==> src/rpd_pkg.sv <==
// Package: register map, field layout, reset values and timing for the reset and wake-up block
package rpd_pkg;

  // Bus geometry
  localparam int ADDR_W = 8;
  localparam int DATA_W = 32;

  // Register byte offsets
  localparam logic [7:0] OFS_POWER_CTRL  = 8'h00;
  localparam logic [7:0] OFS_WDOG_CTRL   = 8'h04;
  localparam logic [7:0] OFS_IRQ_CFG     = 8'h08;
  localparam logic [7:0] OFS_IRQ_PRIO    = 8'h0c;
  localparam logic [7:0] OFS_STATUS      = 8'h10;
  localparam logic [7:0] OFS_WDOG_KICK   = 8'h14;
  localparam logic [7:0] OFS_CORE_BASE   = 8'h40;

  // Power control fields
  localparam int         PWR_IDL_BIT     = 0;
  localparam int         PWR_PD_BIT      = 1;
  localparam logic [7:0] PWR_WMASK       = 8'h8f;
  localparam logic [7:0] PWR_RESET       = 8'h00;

  // Interrupt configuration fields
  localparam int         CFG_A_EN_BIT    = 0;
  localparam int         CFG_A_EDGE_BIT  = 1;
  localparam int         CFG_B_EN_BIT    = 2;
  localparam int         CFG_B_EDGE_BIT  = 3;
  localparam logic [7:0] CFG_WMASK       = 8'h0f;
  localparam logic [7:0] CFG_RESET       = 8'h00;

  // Priority register fields
  localparam int         PRIO_A_BIT      = 0;
  localparam int         PRIO_B_BIT      = 2;
  localparam logic [7:0] PRIO_WMASK      = 8'h7f;
  localparam logic [7:0] PRIO_RESET      = 8'h00;

  // Watchdog control: this value keeps the watchdog stopped
  localparam logic [7:0] WDOG_RESET      = 8'ha5;

  // Core register bank indices
  localparam int         CORE_REGS       = 18;
  localparam int         IDX_SP          = 7;
  localparam int         IDX_P0          = 13;
  localparam int         IDX_P3          = 16;
  localparam int         IDX_SERIAL_BUFFER        = 17;
  localparam logic [7:0] SP_RESET        = 8'h07;
  localparam logic [7:0] PORT_RESET      = 8'hff;
  localparam logic [7:0] ZERO_RESET      = 8'h00;

  // Timing
  localparam int CLK_PERIOD_NS  = 10;
  localparam int MCYCLE_OSC     = 12;
  localparam int RST_SAMPLES    = 2;
  localparam int OSC_START_NS   = 10000;
  localparam int OSC_START_CYC  = (OSC_START_NS + CLK_PERIOD_NS - 1) / CLK_PERIOD_NS;
  localparam int WD_PULSE_MULT  = 16;
  localparam int WD_PULSE_BASE  = 2048;
  localparam int WD_PULSE_TICKS = WD_PULSE_MULT * WD_PULSE_BASE;
  localparam int WD_OSC_DIV     = 8;
  localparam int WD_PRESCALE    = 64;

  typedef enum logic [1:0] {ST_RUN, ST_IDLE, ST_PDOWN, ST_WAKE} rpd_state_t;

  // Reset value of one core register
  function automatic logic [7:0] rpd_core_reset_value(input int idx);
    if (idx == IDX_SP) return SP_RESET;
    if (idx >= IDX_P0 && idx <= IDX_P3) return PORT_RESET;
    return ZERO_RESET;
  endfunction

endpackage

==> src/rpd_ctrl.sv <==
// Reset sampling, power-down and wake-up sequencing with an Avalon-MM register slave
//
// Overview of operation
// - Either external interrupt, if enabled and level-sensitive, also ends power-down.
// - Interrupt wake leaves memory and registers untouched.
// - Only enabled level-sensitive sources may wake.
// - Service interrupt, then resume after power-down instruction.
// - Filtered reset pin sampled once per machine cycle.
// - Reset from second high sample, repeated until low.
// - Both strobes driven high during reset.
// - Watchdog overflow reset pulse lasts 16x2048 ticks.
// - Enabled watchdog overflow resets even with pin low.
// - Reset clears core registers except the serial buffer, stack 07, ports FF.
// - Reset loads watchdog, power and priority values.
// - Power-down bit stops oscillator, wins over idle.
// - Watchdog reset ends power-down like pin reset.
//
// Register access over Avalon-MM and the placing of the registers were chosen for this implementation.
`timescale 1ns/1ps
module rpd_ctrl #(
  parameter int WD_PULSE_TICKS = rpd_pkg::WD_PULSE_TICKS,
  parameter int WD_OSC_DIV     = rpd_pkg::WD_OSC_DIV,
  parameter int WD_PRESCALE    = rpd_pkg::WD_PRESCALE,
  parameter int OSC_START_CYC  = rpd_pkg::OSC_START_CYC
) (
  input  wire logic                       mclk,
  input  wire logic                       nrst,
  input  wire logic [rpd_pkg::ADDR_W-1:0] avs_address,
  input  wire logic                       avs_read,
  input  wire logic                       avs_write,
  input  wire logic [rpd_pkg::DATA_W-1:0] avs_writedata,
  input  wire logic [3:0]                 avs_byteenable,
  output logic [rpd_pkg::DATA_W-1:0]      avs_readdata,
  output logic                            avs_waitrequest,
  input  wire logic                       rst_pin,
  input  wire logic                       ext_irq_a_pin,
  input  wire logic                       ext_irq_b_pin,
  input  wire logic                       irq_ack_a,
  input  wire logic                       irq_ack_b,
  output logic                            core_reset,
  output logic                            core_run_en,
  output logic                            osc_run,
  output logic                            ale_out,
  output logic                            prog_store_strobe,
  output logic                            irq_req_a,
  output logic                            irq_req_b,
  output logic                            irq_prio_a,
  output logic                            irq_prio_b,
  output logic                            wdog_reset_out,
  output logic [31:0]                     port_out
);
  import rpd_pkg::*;

  if (OSC_START_CYC < 1 || OSC_START_CYC > 65535) begin : g_bad_start
    $error("rpd_ctrl: OSC_START_CYC out of range");
  end

  // Registered state
  rpd_state_t  state;
  logic [7:0]  power_control_reg;
  logic [7:0]  watchdog_control_reg;
  logic [7:0]  irq_cfg;
  logic [7:0]  irq_priority_reg;
  logic [7:0]  core [CORE_REGS];
  logic        ext_irq_a_flag;
  logic        ext_irq_b_flag;
  logic [1:0]  rst_cnt;
  logic [15:0] start_cnt;
  logic        wait_ack;
  logic [31:0] rdata;
  logic        wake_by_irq;
  logic        ale_q;
  logic        pse_q;
  logic [2:0]  pin_s1;
  logic [2:0]  pin_s2;
  logic [1:0]  irq_prev;

  // Next values
  rpd_state_t  next_state;
  logic [7:0]  next_power_control_reg;
  logic [7:0]  next_watchdog_control_reg;
  logic [7:0]  next_irq_cfg;
  logic [7:0]  next_irq_priority_reg;
  logic [7:0]  next_core [CORE_REGS];
  logic        next_ext_irq_a_flag;
  logic        next_ext_irq_b_flag;
  logic [1:0]  next_rst_cnt;
  logic [15:0] next_start_cnt;
  logic        next_wait_ack;
  logic [31:0] next_rdata;
  logic        next_wake_by_irq;
  logic        next_ale;
  logic        next_pse;

  // Glue
  logic        mc_stb;
  logic        wd_pulse;
  logic [7:0]  watchdog_counter;
  logic        wd_enable;
  logic        wd_kick;
  logic        rst_line;
  logic        pin_rst;
  logic        pin_a_low;
  logic        pin_b_low;
  logic        wake_a;
  logic        wake_b;
  logic        bus_wr;
  logic        in_reset;

  // True when an offset falls in the core register bank
  function automatic logic core_hit(input logic [7:0] addr);
    return addr >= OFS_CORE_BASE && addr < 8'(OFS_CORE_BASE + 4 * CORE_REGS)
           && addr[1:0] == 2'b00;
  endfunction

  // Bank index of an offset inside the core register bank
  function automatic int core_index(input logic [7:0] addr);
    return int'((addr - OFS_CORE_BASE) >> 2);
  endfunction

  // Two-flop synchronisers for the pins: reset, interrupt a, interrupt b
  always_ff @(posedge mclk) begin
    if (!nrst) begin
      pin_s1 <= 3'b110;
      pin_s2 <= 3'b110;
    end else begin
      pin_s1 <= {ext_irq_b_pin, ext_irq_a_pin, rst_pin};
      pin_s2 <= pin_s1;
    end
  end

  assign pin_rst   = pin_s2[0];
  assign pin_a_low = !pin_s2[1];
  assign pin_b_low = !pin_s2[2];

  // Watchdog pulse is or-ed in ahead of the sampler, so a low pin cannot mask it
  assign rst_line  = pin_rst || wd_pulse;
  assign in_reset  = (rst_cnt >= 2'(RST_SAMPLES));
  assign wd_enable = (watchdog_control_reg != WDOG_RESET);
  assign bus_wr    = avs_write && wait_ack && avs_byteenable[0];
  assign wd_kick   = bus_wr && avs_address == OFS_WDOG_KICK;

  // Only enabled level-sensitive sources may leave power-down
  assign wake_a = irq_cfg[CFG_A_EN_BIT] && !irq_cfg[CFG_A_EDGE_BIT] && pin_a_low;
  assign wake_b = irq_cfg[CFG_B_EN_BIT] && !irq_cfg[CFG_B_EDGE_BIT] && pin_b_low;

  rpd_mcycle_div #(
    .DIV (MCYCLE_OSC)
  ) u_div (
    .mclk   (mclk),
    .nrst   (nrst),
    .run_en (state == ST_RUN || state == ST_IDLE),
    .mc_stb (mc_stb)
  );

  rpd_wdog #(
    .OSC_DIV     (WD_OSC_DIV),
    .PRESCALE    (WD_PRESCALE),
    .PULSE_TICKS (WD_PULSE_TICKS)
  ) u_wdog (
    .mclk             (mclk),
    .nrst             (nrst),
    .enable           (wd_enable),
    .kick             (wd_kick),
    .wd_pulse         (wd_pulse),
    .watchdog_counter (watchdog_counter)
  );

  // Sequencing, flags, register file and bus answer
  always_comb begin
    next_state                = state;
    next_power_control_reg    = power_control_reg;
    next_watchdog_control_reg = watchdog_control_reg;
    next_irq_cfg              = irq_cfg;
    next_irq_priority_reg     = irq_priority_reg;
    next_core                 = core;
    next_ext_irq_a_flag       = ext_irq_a_flag;
    next_ext_irq_b_flag       = ext_irq_b_flag;
    next_rst_cnt              = rst_cnt;
    next_start_cnt            = start_cnt;
    next_wake_by_irq          = wake_by_irq;
    next_rdata                = rdata;
    next_wait_ack             = (avs_read || avs_write) && !wait_ack;

    // Reset pin sampled once per machine cycle; reset from the second high sample
    if (mc_stb) begin
      if (rst_line) begin
        next_rst_cnt = in_reset ? rst_cnt : rst_cnt + 2'b01;
      end else begin
        next_rst_cnt = 2'b00;
      end
    end

    // Flags only latch in run and idle; ack clears, a new event wins
    if (irq_ack_a) next_ext_irq_a_flag = 1'b0;
    if (irq_ack_b) next_ext_irq_b_flag = 1'b0;
    if (state == ST_RUN || state == ST_IDLE) begin
      if (irq_cfg[CFG_A_EDGE_BIT] ? (pin_a_low && irq_prev[0]) : pin_a_low) begin
        next_ext_irq_a_flag = 1'b1;
      end
      if (irq_cfg[CFG_B_EDGE_BIT] ? (pin_b_low && irq_prev[1]) : pin_b_low) begin
        next_ext_irq_b_flag = 1'b1;
      end
    end

    // Bus read data is captured in the wait cycle and stands for the answer cycle
    if (avs_read && !wait_ack) begin
      next_rdata = 32'h0;
      if (core_hit(avs_address)) begin
        next_rdata[7:0] = core[core_index(avs_address)];
      end else begin
        case (avs_address)
          OFS_POWER_CTRL: next_rdata[7:0] = power_control_reg;
          OFS_WDOG_CTRL:  next_rdata[7:0] = watchdog_control_reg;
          OFS_IRQ_CFG:    next_rdata[7:0] = irq_cfg;
          OFS_IRQ_PRIO:   next_rdata[7:0] = irq_priority_reg;
          OFS_STATUS:     next_rdata[15:0] = {watchdog_counter, wake_by_irq, wd_pulse,
                                              in_reset, ext_irq_b_flag, ext_irq_a_flag,
                                              1'b0, state};
          default:        next_rdata = 32'h0;
        endcase
      end
    end

    // Register writes take effect at the edge that ends the answer cycle
    if (bus_wr) begin
      if (core_hit(avs_address)) begin
        next_core[core_index(avs_address)] = avs_writedata[7:0];
      end else begin
        case (avs_address)
          OFS_POWER_CTRL: next_power_control_reg = avs_writedata[7:0] & PWR_WMASK;
          OFS_WDOG_CTRL:  next_watchdog_control_reg = avs_writedata[7:0];
          OFS_IRQ_CFG:    next_irq_cfg = avs_writedata[7:0] & CFG_WMASK;
          OFS_IRQ_PRIO:   next_irq_priority_reg = avs_writedata[7:0] & PRIO_WMASK;
          default:        next_irq_cfg = next_irq_cfg;
        endcase
      end
    end

    // Power states
    case (state)
      ST_RUN: begin
        if (bus_wr && avs_address == OFS_POWER_CTRL) begin
          if (avs_writedata[PWR_PD_BIT]) begin
            next_state = ST_PDOWN;
          end else if (avs_writedata[PWR_IDL_BIT]) begin
            next_state = ST_IDLE;
          end
        end
      end
      ST_IDLE: begin
        if (irq_req_a || irq_req_b) begin
          next_power_control_reg[PWR_IDL_BIT] = 1'b0;
          next_state = ST_RUN;
        end
      end
      ST_PDOWN: begin
        // Oscillator frozen: only reset or a level wake restarts it
        next_start_cnt = 16'(OSC_START_CYC);
        if (rst_line) begin
          next_wake_by_irq = 1'b0;
          next_state       = ST_WAKE;
        end else if (wake_a || wake_b) begin
          next_wake_by_irq = 1'b1;
          next_state       = ST_WAKE;
        end
      end
      ST_WAKE: begin
        // The waking source keeps its input low through the start-up wait
        if (start_cnt > 16'h0001) begin
          next_start_cnt = start_cnt - 16'h0001;
        end else begin
          // Only the mode bit drops; the pending level flag is serviced first
          next_power_control_reg[PWR_PD_BIT] = 1'b0;
          next_state = ST_RUN;
        end
      end
      default: next_state = ST_RUN;
    endcase

    // Internal reset loads the documented values and overrides the state, flags and register file above, bar the serial buffer
    if (in_reset) begin
      next_state                = ST_RUN;
      next_power_control_reg    = PWR_RESET;
      next_watchdog_control_reg = WDOG_RESET;
      next_irq_priority_reg     = PRIO_RESET;
      next_irq_cfg              = CFG_RESET;
      next_ext_irq_a_flag       = 1'b0;
      next_ext_irq_b_flag       = 1'b0;
      next_wake_by_irq          = 1'b0;
      for (int i = 0; i < CORE_REGS; i++) begin
        if (i != IDX_SERIAL_BUFFER) next_core[i] = rpd_core_reset_value(i);
      end
    end

    // Strobe pins: high in reset and idle, low in power-down
    next_ale = 1'b0;
    next_pse = 1'b1;
    if (next_rst_cnt >= 2'(RST_SAMPLES)) begin
      next_ale = 1'b1;
      next_pse = 1'b1;
    end else if (next_state == ST_IDLE) begin
      next_ale = 1'b1;
    end else if (next_state == ST_PDOWN || next_state == ST_WAKE) begin
      next_pse = 1'b0;
    end else begin
      next_ale = mc_stb;
    end
  end

  // Register the whole group; after power-up the core stays in reset until the pin is low
  always_ff @(posedge mclk) begin
    if (!nrst) begin
      state                <= ST_RUN;
      power_control_reg    <= PWR_RESET;
      watchdog_control_reg <= WDOG_RESET;
      irq_cfg              <= CFG_RESET;
      irq_priority_reg     <= PRIO_RESET;
      for (int i = 0; i < CORE_REGS; i++) core[i] <= 8'h00;
      ext_irq_a_flag       <= 1'b0;
      ext_irq_b_flag       <= 1'b0;
      rst_cnt              <= 2'(RST_SAMPLES);
      start_cnt            <= 16'h0000;
      wait_ack             <= 1'b0;
      rdata                <= 32'h0;
      wake_by_irq          <= 1'b0;
      ale_q                <= 1'b1;
      pse_q                <= 1'b1;
      irq_prev             <= 2'b11; // Pins idle high, so no false edge after reset
    end else begin
      state                <= next_state;
      power_control_reg    <= next_power_control_reg;
      watchdog_control_reg <= next_watchdog_control_reg;
      irq_cfg              <= next_irq_cfg;
      irq_priority_reg     <= next_irq_priority_reg;
      core                 <= next_core;
      ext_irq_a_flag       <= next_ext_irq_a_flag;
      ext_irq_b_flag       <= next_ext_irq_b_flag;
      rst_cnt              <= next_rst_cnt;
      start_cnt            <= next_start_cnt;
      wait_ack             <= next_wait_ack;
      rdata                <= next_rdata;
      wake_by_irq          <= next_wake_by_irq;
      ale_q                <= next_ale;
      pse_q                <= next_pse;
      irq_prev             <= {!pin_b_low, !pin_a_low};
    end
  end

  // Outputs
  assign avs_waitrequest   = (avs_read || avs_write) && !wait_ack;
  assign avs_readdata      = rdata;
  assign core_reset        = in_reset;
  assign core_run_en       = (state == ST_RUN) && !in_reset;
  assign osc_run           = (state != ST_PDOWN);
  assign ale_out           = ale_q;
  assign prog_store_strobe = pse_q;
  assign irq_req_a         = ext_irq_a_flag && irq_cfg[CFG_A_EN_BIT];
  assign irq_req_b         = ext_irq_b_flag && irq_cfg[CFG_B_EN_BIT];
  assign irq_prio_a        = irq_priority_reg[PRIO_A_BIT];
  assign irq_prio_b        = irq_priority_reg[PRIO_B_BIT];
  assign wdog_reset_out    = wd_pulse;
  assign port_out          = {core[IDX_P3], core[IDX_P3-1], core[IDX_P0+1], core[IDX_P0]};
endmodule // rpd_ctrl

==> src/rpd_mcycle_div.sv <==
// Machine-cycle strobe divider, frozen while the oscillator is stopped
`timescale 1ns/1ps
module rpd_mcycle_div #(
  parameter int DIV = rpd_pkg::MCYCLE_OSC
) (
  input  wire logic mclk,
  input  wire logic nrst,
  input  wire logic run_en,
  output logic      mc_stb
);
  import rpd_pkg::*;

  logic [7:0] cnt;
  logic [7:0] next_cnt;

  if (DIV < 2 || DIV > 255) begin : g_bad_div
    $error("rpd_mcycle_div: DIV out of range");
  end

  // Count oscillator periods; hold when the oscillator is frozen
  always_comb begin
    next_cnt = cnt;
    if (run_en) begin
      next_cnt = (cnt == 8'(DIV - 1)) ? 8'h00 : cnt + 8'h01;
    end
  end

  always_ff @(posedge mclk) begin
    if (!nrst) begin
      cnt    <= 8'h00;
      mc_stb <= 1'b0;
    end else begin
      cnt    <= next_cnt;
      mc_stb <= run_en && (cnt == 8'(DIV - 1));
    end
  end
endmodule // rpd_mcycle_div

==> src/rpd_wdog.sv <==
// Watchdog unit: own slow tick, overflow counter and stretched reset pulse
`timescale 1ns/1ps
module rpd_wdog #(
  parameter int OSC_DIV     = rpd_pkg::WD_OSC_DIV,
  parameter int PRESCALE    = rpd_pkg::WD_PRESCALE,
  parameter int PULSE_TICKS = rpd_pkg::WD_PULSE_TICKS
) (
  input  wire logic       mclk,
  input  wire logic       nrst,
  input  wire logic       enable,
  input  wire logic       kick,
  output logic            wd_pulse,
  output logic [7:0]      watchdog_counter
);
  import rpd_pkg::*;

  logic [15:0] osc_cnt;
  logic [15:0] pre_cnt;
  logic [31:0] pulse_cnt;
  logic [15:0] next_osc_cnt;
  logic [15:0] next_pre_cnt;
  logic [31:0] next_pulse_cnt;
  logic [7:0]  next_counter;
  logic        tick;

  if (OSC_DIV < 1 || PRESCALE < 1 || PULSE_TICKS < 1) begin : g_bad_par
    $error("rpd_wdog: divider or pulse length must be positive");
  end

  // The watchdog oscillator keeps running in power-down, so this never stops
  assign tick = (osc_cnt == 16'(OSC_DIV - 1));

  always_comb begin
    next_osc_cnt   = tick ? 16'h0000 : osc_cnt + 16'h0001;
    next_pre_cnt   = pre_cnt;
    next_counter   = watchdog_counter;
    next_pulse_cnt = pulse_cnt;
    if (tick && pulse_cnt != 32'h0) begin
      next_pulse_cnt = pulse_cnt - 32'h1;
    end
    if (kick || !enable) begin
      next_pre_cnt = 16'h0000;
      next_counter = 8'h00;
    end else if (tick) begin
      next_pre_cnt = (pre_cnt == 16'(PRESCALE - 1)) ? 16'h0000 : pre_cnt + 16'h0001;
      if (pre_cnt == 16'(PRESCALE - 1)) begin
        next_counter = watchdog_counter + 8'h01;
        if (watchdog_counter == 8'hff) begin
          next_pulse_cnt = 32'(PULSE_TICKS);
        end
      end
    end
  end

  always_ff @(posedge mclk) begin
    if (!nrst) begin
      osc_cnt          <= 16'h0000;
      pre_cnt          <= 16'h0000;
      pulse_cnt        <= 32'h0;
      watchdog_counter <= 8'h00;
    end else begin
      osc_cnt          <= next_osc_cnt;
      pre_cnt          <= next_pre_cnt;
      pulse_cnt        <= next_pulse_cnt;
      watchdog_counter <= next_counter;
    end
  end

  // Pulse drives the internal reset line high until the count runs out
  assign wd_pulse = (pulse_cnt != 32'h0);
endmodule // rpd_wdog

==> config.mk <==
export PLATFORM = sky130hd
export DESIGN_NAME = rpd_ctrl
export DESIGN_NICKNAME = d
export VERILOG_FILES = /design/src/rpd_pkg.sv /design/src/rpd_ctrl.sv /design/src/rpd_mcycle_div.sv /design/src/rpd_wdog.sv
export SDC_FILE = /design/constraint.sdc
export NUM_CORES = 1
export LEC_CHECK = 0
export ABC_AREA = 0
export ABC_CLOCK_PERIOD_IN_PS = 2600
export BUFFER_PORTS_ARGS = -buffer_cell sky130_fd_sc_hd__buf_2
export CAP_MARGIN = 20
export CORE_MARGIN = 5
export CORE_UTILIZATION = 54
export DETAILED_ROUTE_END_ITERATION = 16
export GPL_TIMING_DRIVEN = 0
export HOLD_SLACK_MARGIN = 0.06
export PLACE_DENSITY = 0.76
export SLEW_MARGIN = 20
export SYNTH_ARGS = -nofsm -noshare
export SYNTH_HDL_FRONTEND = slang
export SYNTH_SLANG_ARGS = --single-unit
==> constraint.sdc <==
create_clock -name mclk -period 2.6 [get_ports mclk]
set_clock_uncertainty 0.05 [all_clocks]
set_input_delay 0.13 -clock mclk [delete_from_list [all_inputs] [get_ports mclk]]
set_output_delay 0.13 -clock mclk [all_outputs]
set_load 0.1 [all_outputs]
==> results.sh, run 1 <==
export IMPL_timing_setup_critical_path_class="reg2out"
export IMPL_part_of_the_total_power_dissipated_in_combinational_logic=0.090
export IMPL_top_register="core"
export IMPL_share_seq_of_total_power=0.463
export IMPL_fp_dieH_um=172.5
export IMPL_post_dp_cell_area_um2=15170
export IMPL_worstPathBufferInverterCount=4
export IMPL_worst_setup_path_start_kind="register"
export IMPL_synthesis_area_per_instance_um2=9.513
export IMPL_power_mw=10.11
export IMPL_fp_dieArea_um2=29740
export IMPL_postSynth_topFlopCell="sky130_fd_sc_hd__dfxtp_1"
export IMPL_timing_final_setup_violations=0
export IMPL_timing_reg2reg_setup_slack_ns=0.12
export IMPL_design_portCount=128
export IMPL_reg2regPathDepth=7
export IMPL_path_delay_family="buffers and inverters"
export IMPL_cts_sinks=299
export IMPL_switching_power_mw=2.600
export IMPL_synth_top_cells_by_area="sky130_fd_sc_hd__dfxtp_1, sky130_fd_sc_hd__mux2i_1, sky130_fd_sc_hd__mux4_2"
export IMPL_row_count=59
export IMPL_drive_above_1_share=0.1962
export IMPL_io_buffers=83
export IMPL_cellInternalPower_mw=7.510
export IMPL_routabilityCongestion=1.012
export IMPL_max_freq_mhz=401.2
export IMPL_timing_hold_violations_final=0
export IMPL_yosysTopAreaCell="sky130_fd_sc_hd__dfxtp_1"
export IMPL_p_leak_nw=6.735
export IMPL_clk_pin_slew_ns=0.06
export IMPL_synth_seq_area_share=0.4200
export IMPL_netlist_area_um2=14250
export IMPL_grt_start_max_net_pins=15
export IMPL_avgViaCountPerCell=6.101
export IMPL_crit_required_ns=2.42
export IMPL_critical_path_reg2reg_startpoint="start_cnt[5]$_SDFFE_PN0P_"
export IMPL_timing_hold_worst_start="nrst"
export IMPL_stdcell_area_um2=16580
export IMPL_crit_start="rst_cnt[1]$_SDFF_PN1_"
export IMPL_areaGrowthSynthToFinish_pct=16.36
export IMPL_synth_edf_count=0
export IMPL_drv_cap=0
export IMPL_synth_most_common_cell="sky130_fd_sc_hd__dfxtp_1"
export IMPL_endpoint="core_reset"
export IMPL_rsz0062_at_grt="yes"
export IMPL_core_region_area_um2=26060
export IMPL_vdd_ir_drop_max_mv=0.6138
export IMPL_grt_pass1_wl_um=64200
export IMPL_fin_crit_ns=2.493
export IMPL_crit_path_max_fanout=10
export IMPL_synth_largest_type_area_fraction=0.4200
export IMPL_fin_nets=1718
export IMPL_timing_critical_path_slowest_cell_delay_ns=0.40
export IMPL_cellPowerDensity_nw_per_um2=609.7
export IMPL_ys_warnings_count=0
export IMPL_arrival_ns=2.31
export IMPL_cts_root_to_sink_buffers=3
export IMPL_synth_distinct_cells=85
export IMPL_final_max_slew_viol_count=0
export IMPL_worst_slew_pin_slew_ns=0.9395
export IMPL_power_clock_fraction=0.447
export IMPL_detailedRoute_firstPassIterationCount=5
export IMPL_synthTopCellsByCount="sky130_fd_sc_hd__dfxtp_1, sky130_fd_sc_hd__nor2_1, sky130_fd_sc_hd__mux2i_1, sky130_fd_sc_hd__nand2_1, sky130_fd_sc_hd__a21oi_1"
export IMPL_num_fill_cells=2160
export IMPL_fin_crit_sh=0.9587
export IMPL_crit_path_cell_chain="ha_1 > nor2_2 > inv_1 > clkbuf_2 > clkbuf_4 > buf_4"
export IMPL_gr_usage_all_layers=0.2741
export IMPL_effective_utilization_at_floorplan=0.5469
export IMPL_estimated_wirelength_of_the_detail_placed_design_um=29900
export IMPL_wl_per_cell_um=20.71
export IMPL_vias=12280
export IMPL_grt_ovfl_total=0
export IMPL_insertion_delay_ns=0.56
export IMPL_worst_setup_path_end_kind="primary output"
export IMPL_tritoncts="built"
export IMPL_timing_hold_ws_ns=0.1230
export IMPL_clock_tree_root_cell="sky130_fd_sc_hd__clkbuf_16"
export IMPL_first_global_vias=11660
export IMPL_number_of_instances_in_the_synthesized_netlist=1498
export IMPL_yosys_register_bits=299
export IMPL_initialDrtViolationCount=1383
export IMPL_number_of_flip_flops_in_the_largest_register=112
export IMPL_r2r_end="ale_out$_SDFF_PP1_"
export IMPL_drtAntennaViolNets=0
export IMPL_synth_async_reset_ratio=0
export IMPL_routed_wl_um=41680
export IMPL_power_switching_fraction=0.2572
export IMPL_cts_buffers_inserted=30
export IMPL_max_slew_margin=0.3736
export IMPL_die_width_um=172.5
export IMPL_hold_path_class="in2reg"
export IMPL_h_tree_depth=1
export IMPL_drc=0
export IMPL_critical_path_top_delay_cell="sky130_fd_sc_hd__dfxtp_1"
export IMPL_worstSetupPathDepth=6
export IMPL_number_of_antenna_violations_at_the_first_check_in_global_routing=1
export IMPL_outcome="completed"
==> worst min-delay path: cells and delay by family <==
family	cells	cell delay, ns
buffers and inverters	1	0.25
AO/OA/AOI/OAI	1	0.09
AND/OR/NAND/NOR	1	0.20
==> layer usage <==
layer  wire, um  up-vias  GRT usage
met5          0        -          0
met4       2014        0     0.1165
met3       3508      137    0.03887
met2      18910      547     0.4321
met1      17250     5891     0.3783
li1           -     5707          -
==> per-stage QoR <==
stage / utilization / setup slack [ns] / instances / TNS (ns)
floorplan: - / 0.1504 / 1513 / 0
global placement: 0.5820 / -0.4061 / 1931 / -30.10
detailed placement: 0.5820 / -0.5005 / 1931 / -37.90
CTS: 0.6305 / 0.0006224 / 2005 / 0
global route: 0.6363 / -0.02917 / 2013 / -0.02917
finish: 0.6363 / 0.1073 / 2013 / 0
==> how the worst min path moves through the flow <==
stage / to / slack (ns) / depth (start not counted)
3_3_place_gp: pin_s1[2]$_SDFF_PN1_ / 0.28 / 2
5_1_grt: avs_readdata[7]$_SDFFE_PN0P_ / 0.16 / 3
2_1_floorplan: pin_s1[1]$_SDFF_PN1_ / 0.18 / 1
4_1_cts: avs_readdata[7]$_SDFFE_PN0P_ / 0.10 / 3
6_report: avs_readdata[7]$_SDFFE_PN0P_ / 0.12 / 3
3_5_place_dp: pin_s1[1]$_SDFF_PN1_ / 0.28 / 2
==> cell families (layout without fill, tap and decap cells) <==
family,Yosys count,after routing,share of synthesized area
buf+inv,159,323,0.05882
flops,299,299,0.4200
compound gates,220,220,0.1061
mux,195,195,0.1680
other cells,1,17,0.0002631
xor+xnor,42,42,0.02581
simple gates,570,570,0.2104
fa+ha+maj,12,12,0.01054
==> cell usage in the layout (no fill, tap or decap), drive strengths merged, types with 12 or more instances in the layout <==
cell / netlist / routed
xnor2: 20 / 20
or3: 28 / 28
conb: 1 / 16
nand3: 40 / 40
ha: 12 / 12
dfxtp: 299 / 299
xor2: 22 / 22
nand2: 107 / 107
mux2i: 156 / 156
dlygate4sd3: 0 / 17
mux4: 35 / 35
nor3: 48 / 48
o21ai: 39 / 39
nand4: 33 / 33
o31ai: 23 / 23
a21oi: 62 / 62
inv: 18 / 18
clkbuf: 52 / 92
nor4: 25 / 25
nand2b: 18 / 18
a211oi: 36 / 36
nor2: 178 / 178
buf: 88 / 180
or4: 35 / 35
==> layout make-up <==
type                    count  area, um^2  share of cell area
multi-input cells        1055        7605              0.4586
clock inverters            15       140.1            0.008451
flip-flops and latches    299        5986              0.3610
well taps                 335       419.2             0.02528
clock buffers              41       913.4             0.05508
repair buffers            110       678.2             0.04090
inverters                  19       71.32            0.004301
diodes                      1       2.502           0.0001509
plain buffers             138       767.0             0.04625
==> repair_timing <==
item                       in CTS  in global routing
hold buffers                   17                  0
gates cloned                    0                  0
gates resized for setup         9                 25
buffers inserted                1                  9
pin swaps                       1                  4
setup endpoints to repair      88                145
hold endpoints to repair       56                  0
==> power groups by stage <==
stage / logic [mW] / clock network, mW / registers (mW)
global placement: 0.871 / 0 / 4.78
CTS: 0.896 / 4.55 / 4.68
floorplan: 0.632 / 0 / 4.80
detailed placement: 0.873 / 0 / 4.78
global route: 0.943 / 4.75 / 4.68
finish: 0.912 / 4.52 / 4.68
Note: power is estimated with default switching activity, not from simulation.
==> run 2: changes to the inputs <==
ABC_CLOCK_PERIOD_IN_PS = 2550   (was 2600)
CORE_UTILIZATION = 60   (was 54)
PLACE_DENSITY = 0.8   (was 0.76)
clock period = 2.55 ns   (was 2.6 ns; I/O delays follow)
==> run 2 against run 1 <==
Compared with the run above:
- non-clock buffer count is 1 higher
- cell area is 0.53% higher
- combinational power is 2% higher
- clock power is 7.3% higher
- wire length is 1.4% higher
- sequential share of layout area is 0.16 points lower
- global-route usage is 3.5 points higher
- sequential power is 2% higher
- highest routed layer unchanged
==> results.sh, run 2 (synthesized netlist as in run 1, its figures left out) <==
export IMPL_globalRouteMet1Util=0.4153
export IMPL_avgViaCountPerCell=6.240
export IMPL_timing_reg2reg_setup_slack_ns=0.07
export IMPL_arrival_ns=2.32
export IMPL_fp_dieH_um=164.1
export IMPL_first_global_vias=12020
export IMPL_vias=12460
export IMPL_cellPowerDensity_nw_per_um2=632.6
export IMPL_routabilityCongestion=0.9757
export IMPL_cts_root_to_sink_buffers=3
export IMPL_fin_crit_sh=0.9809
export IMPL_drc=0
export IMPL_max_freq_mhz=399.8
export IMPL_commonest_non_fill_non_tap_cells_in_the_layout="sky130_fd_sc_hd__dfxtp_1, sky130_fd_sc_hd__nor2_1, sky130_fd_sc_hd__mux2i_1, sky130_fd_sc_hd__nand2_1, sky130_fd_sc_hd__buf_2"
export IMPL_path_delay_family="simple AND/OR/NAND/NOR gates"
export IMPL_max_slew_margin=0.4060
export IMPL_effective_utilization_at_floorplan=0.6090
export IMPL_clk_pin_slew_ns=0.06
export IMPL_core_region_area_um2=23400
export IMPL_critical_path_top_delay_cell="sky130_fd_sc_hd__or4_1"
export IMPL_p_leak_nw=6.762
export IMPL_power_clock_fraction=0.460
export IMPL_vdd_ir_drop_max_mv=0.6120
export IMPL_drtAntennaViolNets=0
export IMPL_initialDrtViolationCount=1366
export IMPL_gr_usage_all_layers=0.3096
export IMPL_detailedRoute_firstPassIterationCount=5
export IMPL_crit_start="u_wdog.pulse_cnt[14]$_SDFF_PN0_"
export IMPL_final_max_slew_viol_count=0
export IMPL_grt_met3_usage=0.05496
export IMPL_crit_required_ns=2.37
export IMPL_fin_nets=1720
export IMPL_cellInternalPower_mw=7.916
export IMPL_clock_tree_root_cell="sky130_fd_sc_hd__clkbuf_16"
export IMPL_share_seq_of_total_power=0.452
export IMPL_hold_path_class="in2reg"
export IMPL_worstSetupPathDepth=5
export IMPL_rsz0062_at_grt="yes"
export IMPL_critical_path_reg2reg_startpoint="u_wdog.osc_cnt[6]$_SDFF_PP0_"
export IMPL_timing_final_setup_violations=0
export IMPL_timing_setup_critical_path_class="reg2out"
export IMPL_crit_path_cell_chain="or4_1 > nor4_4 > buf_4 > nand3_4 > buf_12"
export IMPL_use_met2=0.5064
export IMPL_top_register="core"
export IMPL_outcome="completed"
export IMPL_power_switching_fraction=0.2494
export IMPL_areaGrowthSynthToFinish_pct=16.97
export IMPL_row_count=56
export IMPL_insertion_delay_ns=0.57
export IMPL_mostFrequentLayoutCell="sky130_fd_sc_hd__dfxtp_1"
export IMPL_grt_pass1_wl_um=65940
export IMPL_routed_wl_um=42250
export IMPL_drv_cap=0
export IMPL_place_ws_ns=-0.4928
export IMPL_estimated_wirelength_of_the_detail_placed_design_um=29650
export IMPL_tritoncts="built"
export IMPL_fp_dieArea_um2=26930
export IMPL_timing_hold_ws_ns=0.08343
export IMPL_worst_setup_path_start_kind="register"
export IMPL_number_of_flip_flops_in_the_largest_register=112
export IMPL_grt_start_max_net_pins=16
export IMPL_numPlacedInstances=1915
export IMPL_n_antenna_cell=0
export IMPL_timing_hold_violations_final=0
export IMPL_fin_crit_ns=2.501
export IMPL_die_width_um=164.1
export IMPL_worst_setup_path_end_kind="primary output"
export IMPL_endpoint="wdog_reset_out"
export IMPL_switching_power_mw=2.630
export IMPL_global_route_peak_usage_layer="met2"
export IMPL_number_of_antenna_violations_at_the_first_check_in_global_routing=0
export IMPL_grt_ovfl_total=0
export IMPL_h_tree_depth=1
export IMPL_layoutNonFillerInstCount=1996
export IMPL_drive_above_1_share=0.1962
export IMPL_reg2regPathDepth=8
export IMPL_design_portCount=128
export IMPL_io_buffers=83
export IMPL_power_mw=10.55
export IMPL_worst_slew_pin_slew_ns=0.8892
export IMPL_cts_sinks=299
export IMPL_cts_buffers_inserted=31
export IMPL_part_of_the_total_power_dissipated_in_combinational_logic=0.088
export IMPL_timing_final_ws_setup_ns=0.04880
export IMPL_worstPathBufferInverterCount=2
export IMPL_timing_critical_path_slowest_cell_delay_ns=0.60
export IMPL_r2r_end="u_wdog.pulse_cnt[11]$_SDFF_PN0_"
export IMPL_wl_per_cell_um=21.17
export IMPL_crit_path_max_fanout=7
run 2: cell types whose count changed in the layout (fill, tap and decap cells not counted), sizes merged:
cell | before | now
inv | 18 | 19
clkinvlp | 3 | 1
diode | 1 | 0
clkinv | 11 | 1
bufinv | 2 | 5
buf | 180 | 182
clkbuf | 92 | 98
run 2: repair_timing:
item / 4_1_cts / 5_1_grt
endpoints found under the setup margin: 102 / 100
setup buffers: 4 / 8
resized for setup: 14 / 34
hold buffers: 17 / 0
pin swaps: 3 / 3
endpoints found under the hold margin: 58 / 0
run 2: worst min path at each step:
| stage | slack, ns | cells past startpoint | startpoint | to |
|---|---|---|---|---|
| after floorplan | 0.18 | 1 | ext_irq_a_pin | pin_s1[1]$_SDFF_PN1_ |
| after global placement | 0.26 | 2 | ext_irq_a_pin | pin_s1[1]$_SDFF_PN1_ |
| after detailed placement | 0.26 | 2 | ext_irq_a_pin | pin_s1[1]$_SDFF_PN1_ |
| after CTS | 0.07 | 3 | nrst | avs_readdata[7]$_SDFFE_PN0P_ |
| after global routing | 0.08 | 3 | nrst | u_wdog.pulse_cnt[2]$_SDFF_PN0_ |
| final | 0.08 | 3 | nrst | u_wdog.pulse_cnt[2]$_SDFF_PN0_ |
run 2: power by group through the flow:
stage	clock network (mW)	logic (mW)	registers (mW)
floorplan	0	0.644	4.90
global route	5.06	0.963	4.77
CTS	4.86	0.911	4.77
global placement	0	0.883	4.87
detailed placement	0	0.887	4.87
finish	4.85	0.929	4.77
run 2: layout make-up:
class / instances / area [um^2]
inverters: 19 / 71.32
repair buffers: 112 / 705.7
plain buffers: 137 / 770.7
flip-flops and latches: 299 / 5991
clock inverters: 7 / 166.4
fillers: 1804 / 6733
clock buffers: 48 / 919.6
well taps: 319 / 399.1
multi-input cells: 1055 / 7646
run 2: tightest hold or removal path: cells and delay by family:
family	cells	cell delay, ns
buf+inv	1	0.27
compound gates	2	0.24
run 2: routing by layer:
layer / wire [um] / vias up
li1: - / 5721
met1: 17380 / 6048
met2: 19820 / 568
met3: 3451 / 119
met4: 1600 / 0
met5: 0 / -
run 2: stage by stage:
step	util	setup TNS (ns)	instance area, um^2
after floorplan	-	0	14330
after global placement	0.6472	-43.07	15150
after detailed placement	0.6472	-52.02	15150
after CTS	0.7038	0	16470
after global routing	0.7123	-0.2993	16670
final	0.7123	0	16670
==> run 3: changes to the inputs <==
RECOVER_POWER = 50   (was unset)
==> run 3 against run 2 <==
Compared with the run above:
- highest routed layer unchanged
- setup slack better by 0.0027 ns
- utilization down 0.34 points
- critical endpoint unchanged
- critical path type unchanged
- clock power about the same
- sequential share of layout area grew 0.17 points
==> results.sh, run 3 (synthesized netlist as in run 1, its figures left out) <==
export IMPL_outcome="completed"
export IMPL_switching_power_mw=2.623
export IMPL_worst_slew_pin_slew_ns=1.288
export IMPL_reg2regPathDepth=5
export IMPL_wl_per_cell_um=21.23
export IMPL_critical_path_top_delay_cell="sky130_fd_sc_hd__or4_1"
export IMPL_crit_required_ns=2.37
export IMPL_worst_setup_path_start_kind="register"
export IMPL_top_register="core"
export IMPL_grt_ovfl_total=0
export IMPL_timing_hold_ws_ns=0.07616
export IMPL_effective_utilization_at_floorplan=0.6090
export IMPL_cellPowerDensity_nw_per_um2=634.6
export IMPL_arrival_ns=2.32
export IMPL_part_of_the_total_power_dissipated_in_combinational_logic=0.087
export IMPL_clock_tree_root_cell="sky130_fd_sc_hd__clkbuf_16"
export IMPL_hold_path_class="in2reg"
export IMPL_grt_pass1_wl_um=65940
export IMPL_number_of_antenna_violations_at_the_first_check_in_global_routing=0
export IMPL_crit_path_cell_chain="or4_1 > nor4_4 > buf_4 > nand3_4 > buf_12"
export IMPL_vias=12400
export IMPL_power_switching_fraction=0.2491
export IMPL_endpoint="wdog_reset_out"
export IMPL_fp_dieArea_um2=26930
export IMPL_timing_final_setup_violations=0
export IMPL_areaGrowthSynthToFinish_pct=16.42
export IMPL_insertion_delay_ns=0.57
export IMPL_mostFrequentLayoutCell="sky130_fd_sc_hd__dfxtp_1"
export IMPL_fp_dieH_um=164.1
export IMPL_cts_root_to_sink_buffers=3
export IMPL_crit_path_max_fanout=7
export IMPL_timing_final_ws_setup_ns=0.05147
export IMPL_power_clock_fraction=0.460
export IMPL_max_slew_margin=0.1450
export IMPL_critical_path_reg2reg_startpoint="start_cnt[5]$_SDFFE_PN0P_"
export IMPL_post_dp_cell_area_um2=15150
export IMPL_crit_start="u_wdog.pulse_cnt[14]$_SDFF_PN0_"
export IMPL_estimated_wirelength_of_the_detail_placed_design_um=29650
export IMPL_tritoncts="built"
export IMPL_final_max_slew_viol_count=0
export IMPL_power_mw=10.53
export IMPL_drv_cap=0
export IMPL_tns_ns=0
export IMPL_design_portCount=128
export IMPL_io_buffers=83
export IMPL_grt_met3_usage=0.05496
export IMPL_initialDrtViolationCount=1303
export IMPL_globalRouteMet1Util=0.4153
export IMPL_share_seq_of_total_power=0.453
export IMPL_p_leak_nw=6.575
export IMPL_place_ws_ns=-0.4928
export IMPL_fin_crit_sh=0.9798
export IMPL_n_antenna_cell=0
export IMPL_timing_hold_violations_final=0
export IMPL_routabilityCongestion=0.9757
export IMPL_die_width_um=164.1
export IMPL_drtAntennaViolNets=0
export IMPL_gr_usage_all_layers=0.3096
export IMPL_drc=0
export IMPL_global_route_peak_usage_layer="met2"
export IMPL_grt_start_max_net_pins=16
export IMPL_timing_hold_worst_start="nrst"
export IMPL_drive_above_1_share=0.1628
export IMPL_rsz0062_at_grt="yes"
export IMPL_timing_reg2reg_setup_slack_ns=0.09
export IMPL_vdd_ir_drop_max_mv=0.6133
export IMPL_fin_nets=1720
export IMPL_h_tree_depth=1
export IMPL_max_freq_mhz=400.2
export IMPL_fin_crit_ns=2.499
export IMPL_stdcell_area_um2=16590
export IMPL_detailedRoute_firstPassIterationCount=5
export IMPL_cts_sinks=299
export IMPL_commonest_non_fill_non_tap_cells_in_the_layout="sky130_fd_sc_hd__dfxtp_1, sky130_fd_sc_hd__nor2_1, sky130_fd_sc_hd__mux2i_1, sky130_fd_sc_hd__clkbuf_1, sky130_fd_sc_hd__nand2_1"
export IMPL_use_met2=0.5064
export IMPL_core_region_area_um2=23400
export IMPL_first_global_vias=12020
export IMPL_numPlacedInstances=1915
export IMPL_timing_setup_critical_path_class="reg2out"
export IMPL_timing_critical_path_slowest_cell_delay_ns=0.60
export IMPL_worst_setup_path_end_kind="primary output"
export IMPL_r2r_end="start_cnt[12]$_SDFFE_PN0P_"
export IMPL_number_of_flip_flops_in_the_largest_register=112
export IMPL_layout_core_utilization=0.7089
export IMPL_row_count=56
export IMPL_cellInternalPower_mw=7.905
export IMPL_clk_pin_slew_ns=0.06
export IMPL_avgViaCountPerCell=6.210
export IMPL_routed_wl_um=42380
export IMPL_layoutNonFillerInstCount=1996
export IMPL_cts_buffers_inserted=31
-- run 3: cell count changes in the layout (fill, tap and decap cells not counted) --
cell / before / now
sky130_fd_sc_hd__nor4_2: 5 / 6
sky130_fd_sc_hd__buf_1: 12 / 9
sky130_fd_sc_hd__buf_2: 102 / 46
sky130_fd_sc_hd__and2_1: 9 / 7
sky130_fd_sc_hd__and2_0: 1 / 3
sky130_fd_sc_hd__nor4_4: 5 / 4
sky130_fd_sc_hd__clkbuf_1: 53 / 112
-- run 3: cell type report --
class                           count  area, um^2
Clock buffer                       48       919.6
Fill cell                        1836        6812
Multi-Input combinational cell   1055        7637
Sequential cell                   299        5991
Inverter                           19       71.32
Clock inverter                      7       166.4
Buffer                            137       769.5
Timing Repair Buffer              112       636.9
Tap cell                          319       399.1
-- run 3: per-layer routing --
metal,part of all wire,vias to the layer above
met1,0.41,6021
met3,0.084,108
met4,0.036,0
met2,0.47,557
li1,-,5710
met5,0,-
-- run 3: worst max-delay path: cells and delay by family, from the launching register on --
kind / cells / cell delay, ns
and+or+nand+nor: 3 / 1.03
buffers and inverters: 2 / 0.38
DFF: 1 / 0.34
-- run 3: what timing repair did --
action / 4_1_cts / 5_1_grt
hold buffers: 17 / 0
gates cloned: 0 / 0
hold endpoints to repair: 58 / 0
setup buffers: 4 / 8
pin swaps: 3 / 3
endpoints found under the setup margin: 102 / 100
gates resized for setup: 14 / 34
-- run 3: how the worst min path moves through the flow --
stage,slack (ns),cells after the start,endpoint
2_1_floorplan,0.18,1,pin_s1[1]$_SDFF_PN1_
3_3_place_gp,0.26,2,pin_s1[1]$_SDFF_PN1_
3_5_place_dp,0.26,2,pin_s1[1]$_SDFF_PN1_
4_1_cts,0.07,3,avs_readdata[7]$_SDFFE_PN0P_
5_1_grt,0.08,3,u_wdog.pulse_cnt[2]$_SDFF_PN0_
6_report,0.08,3,u_wdog.pulse_cnt[2]$_SDFF_PN0_
-- run 3: power by group through the flow --
| stage | clock network (mW) | logic (mW) | registers [mW] |
|---|---|---|---|
| finish | 4.84 | 0.920 | 4.77 |
| global route | 5.06 | 0.953 | 4.77 |
| CTS | 4.86 | 0.911 | 4.77 |
| detailed placement | 0 | 0.887 | 4.87 |
| global placement | 0 | 0.883 | 4.87 |
| floorplan | 0 | 0.644 | 4.90 |
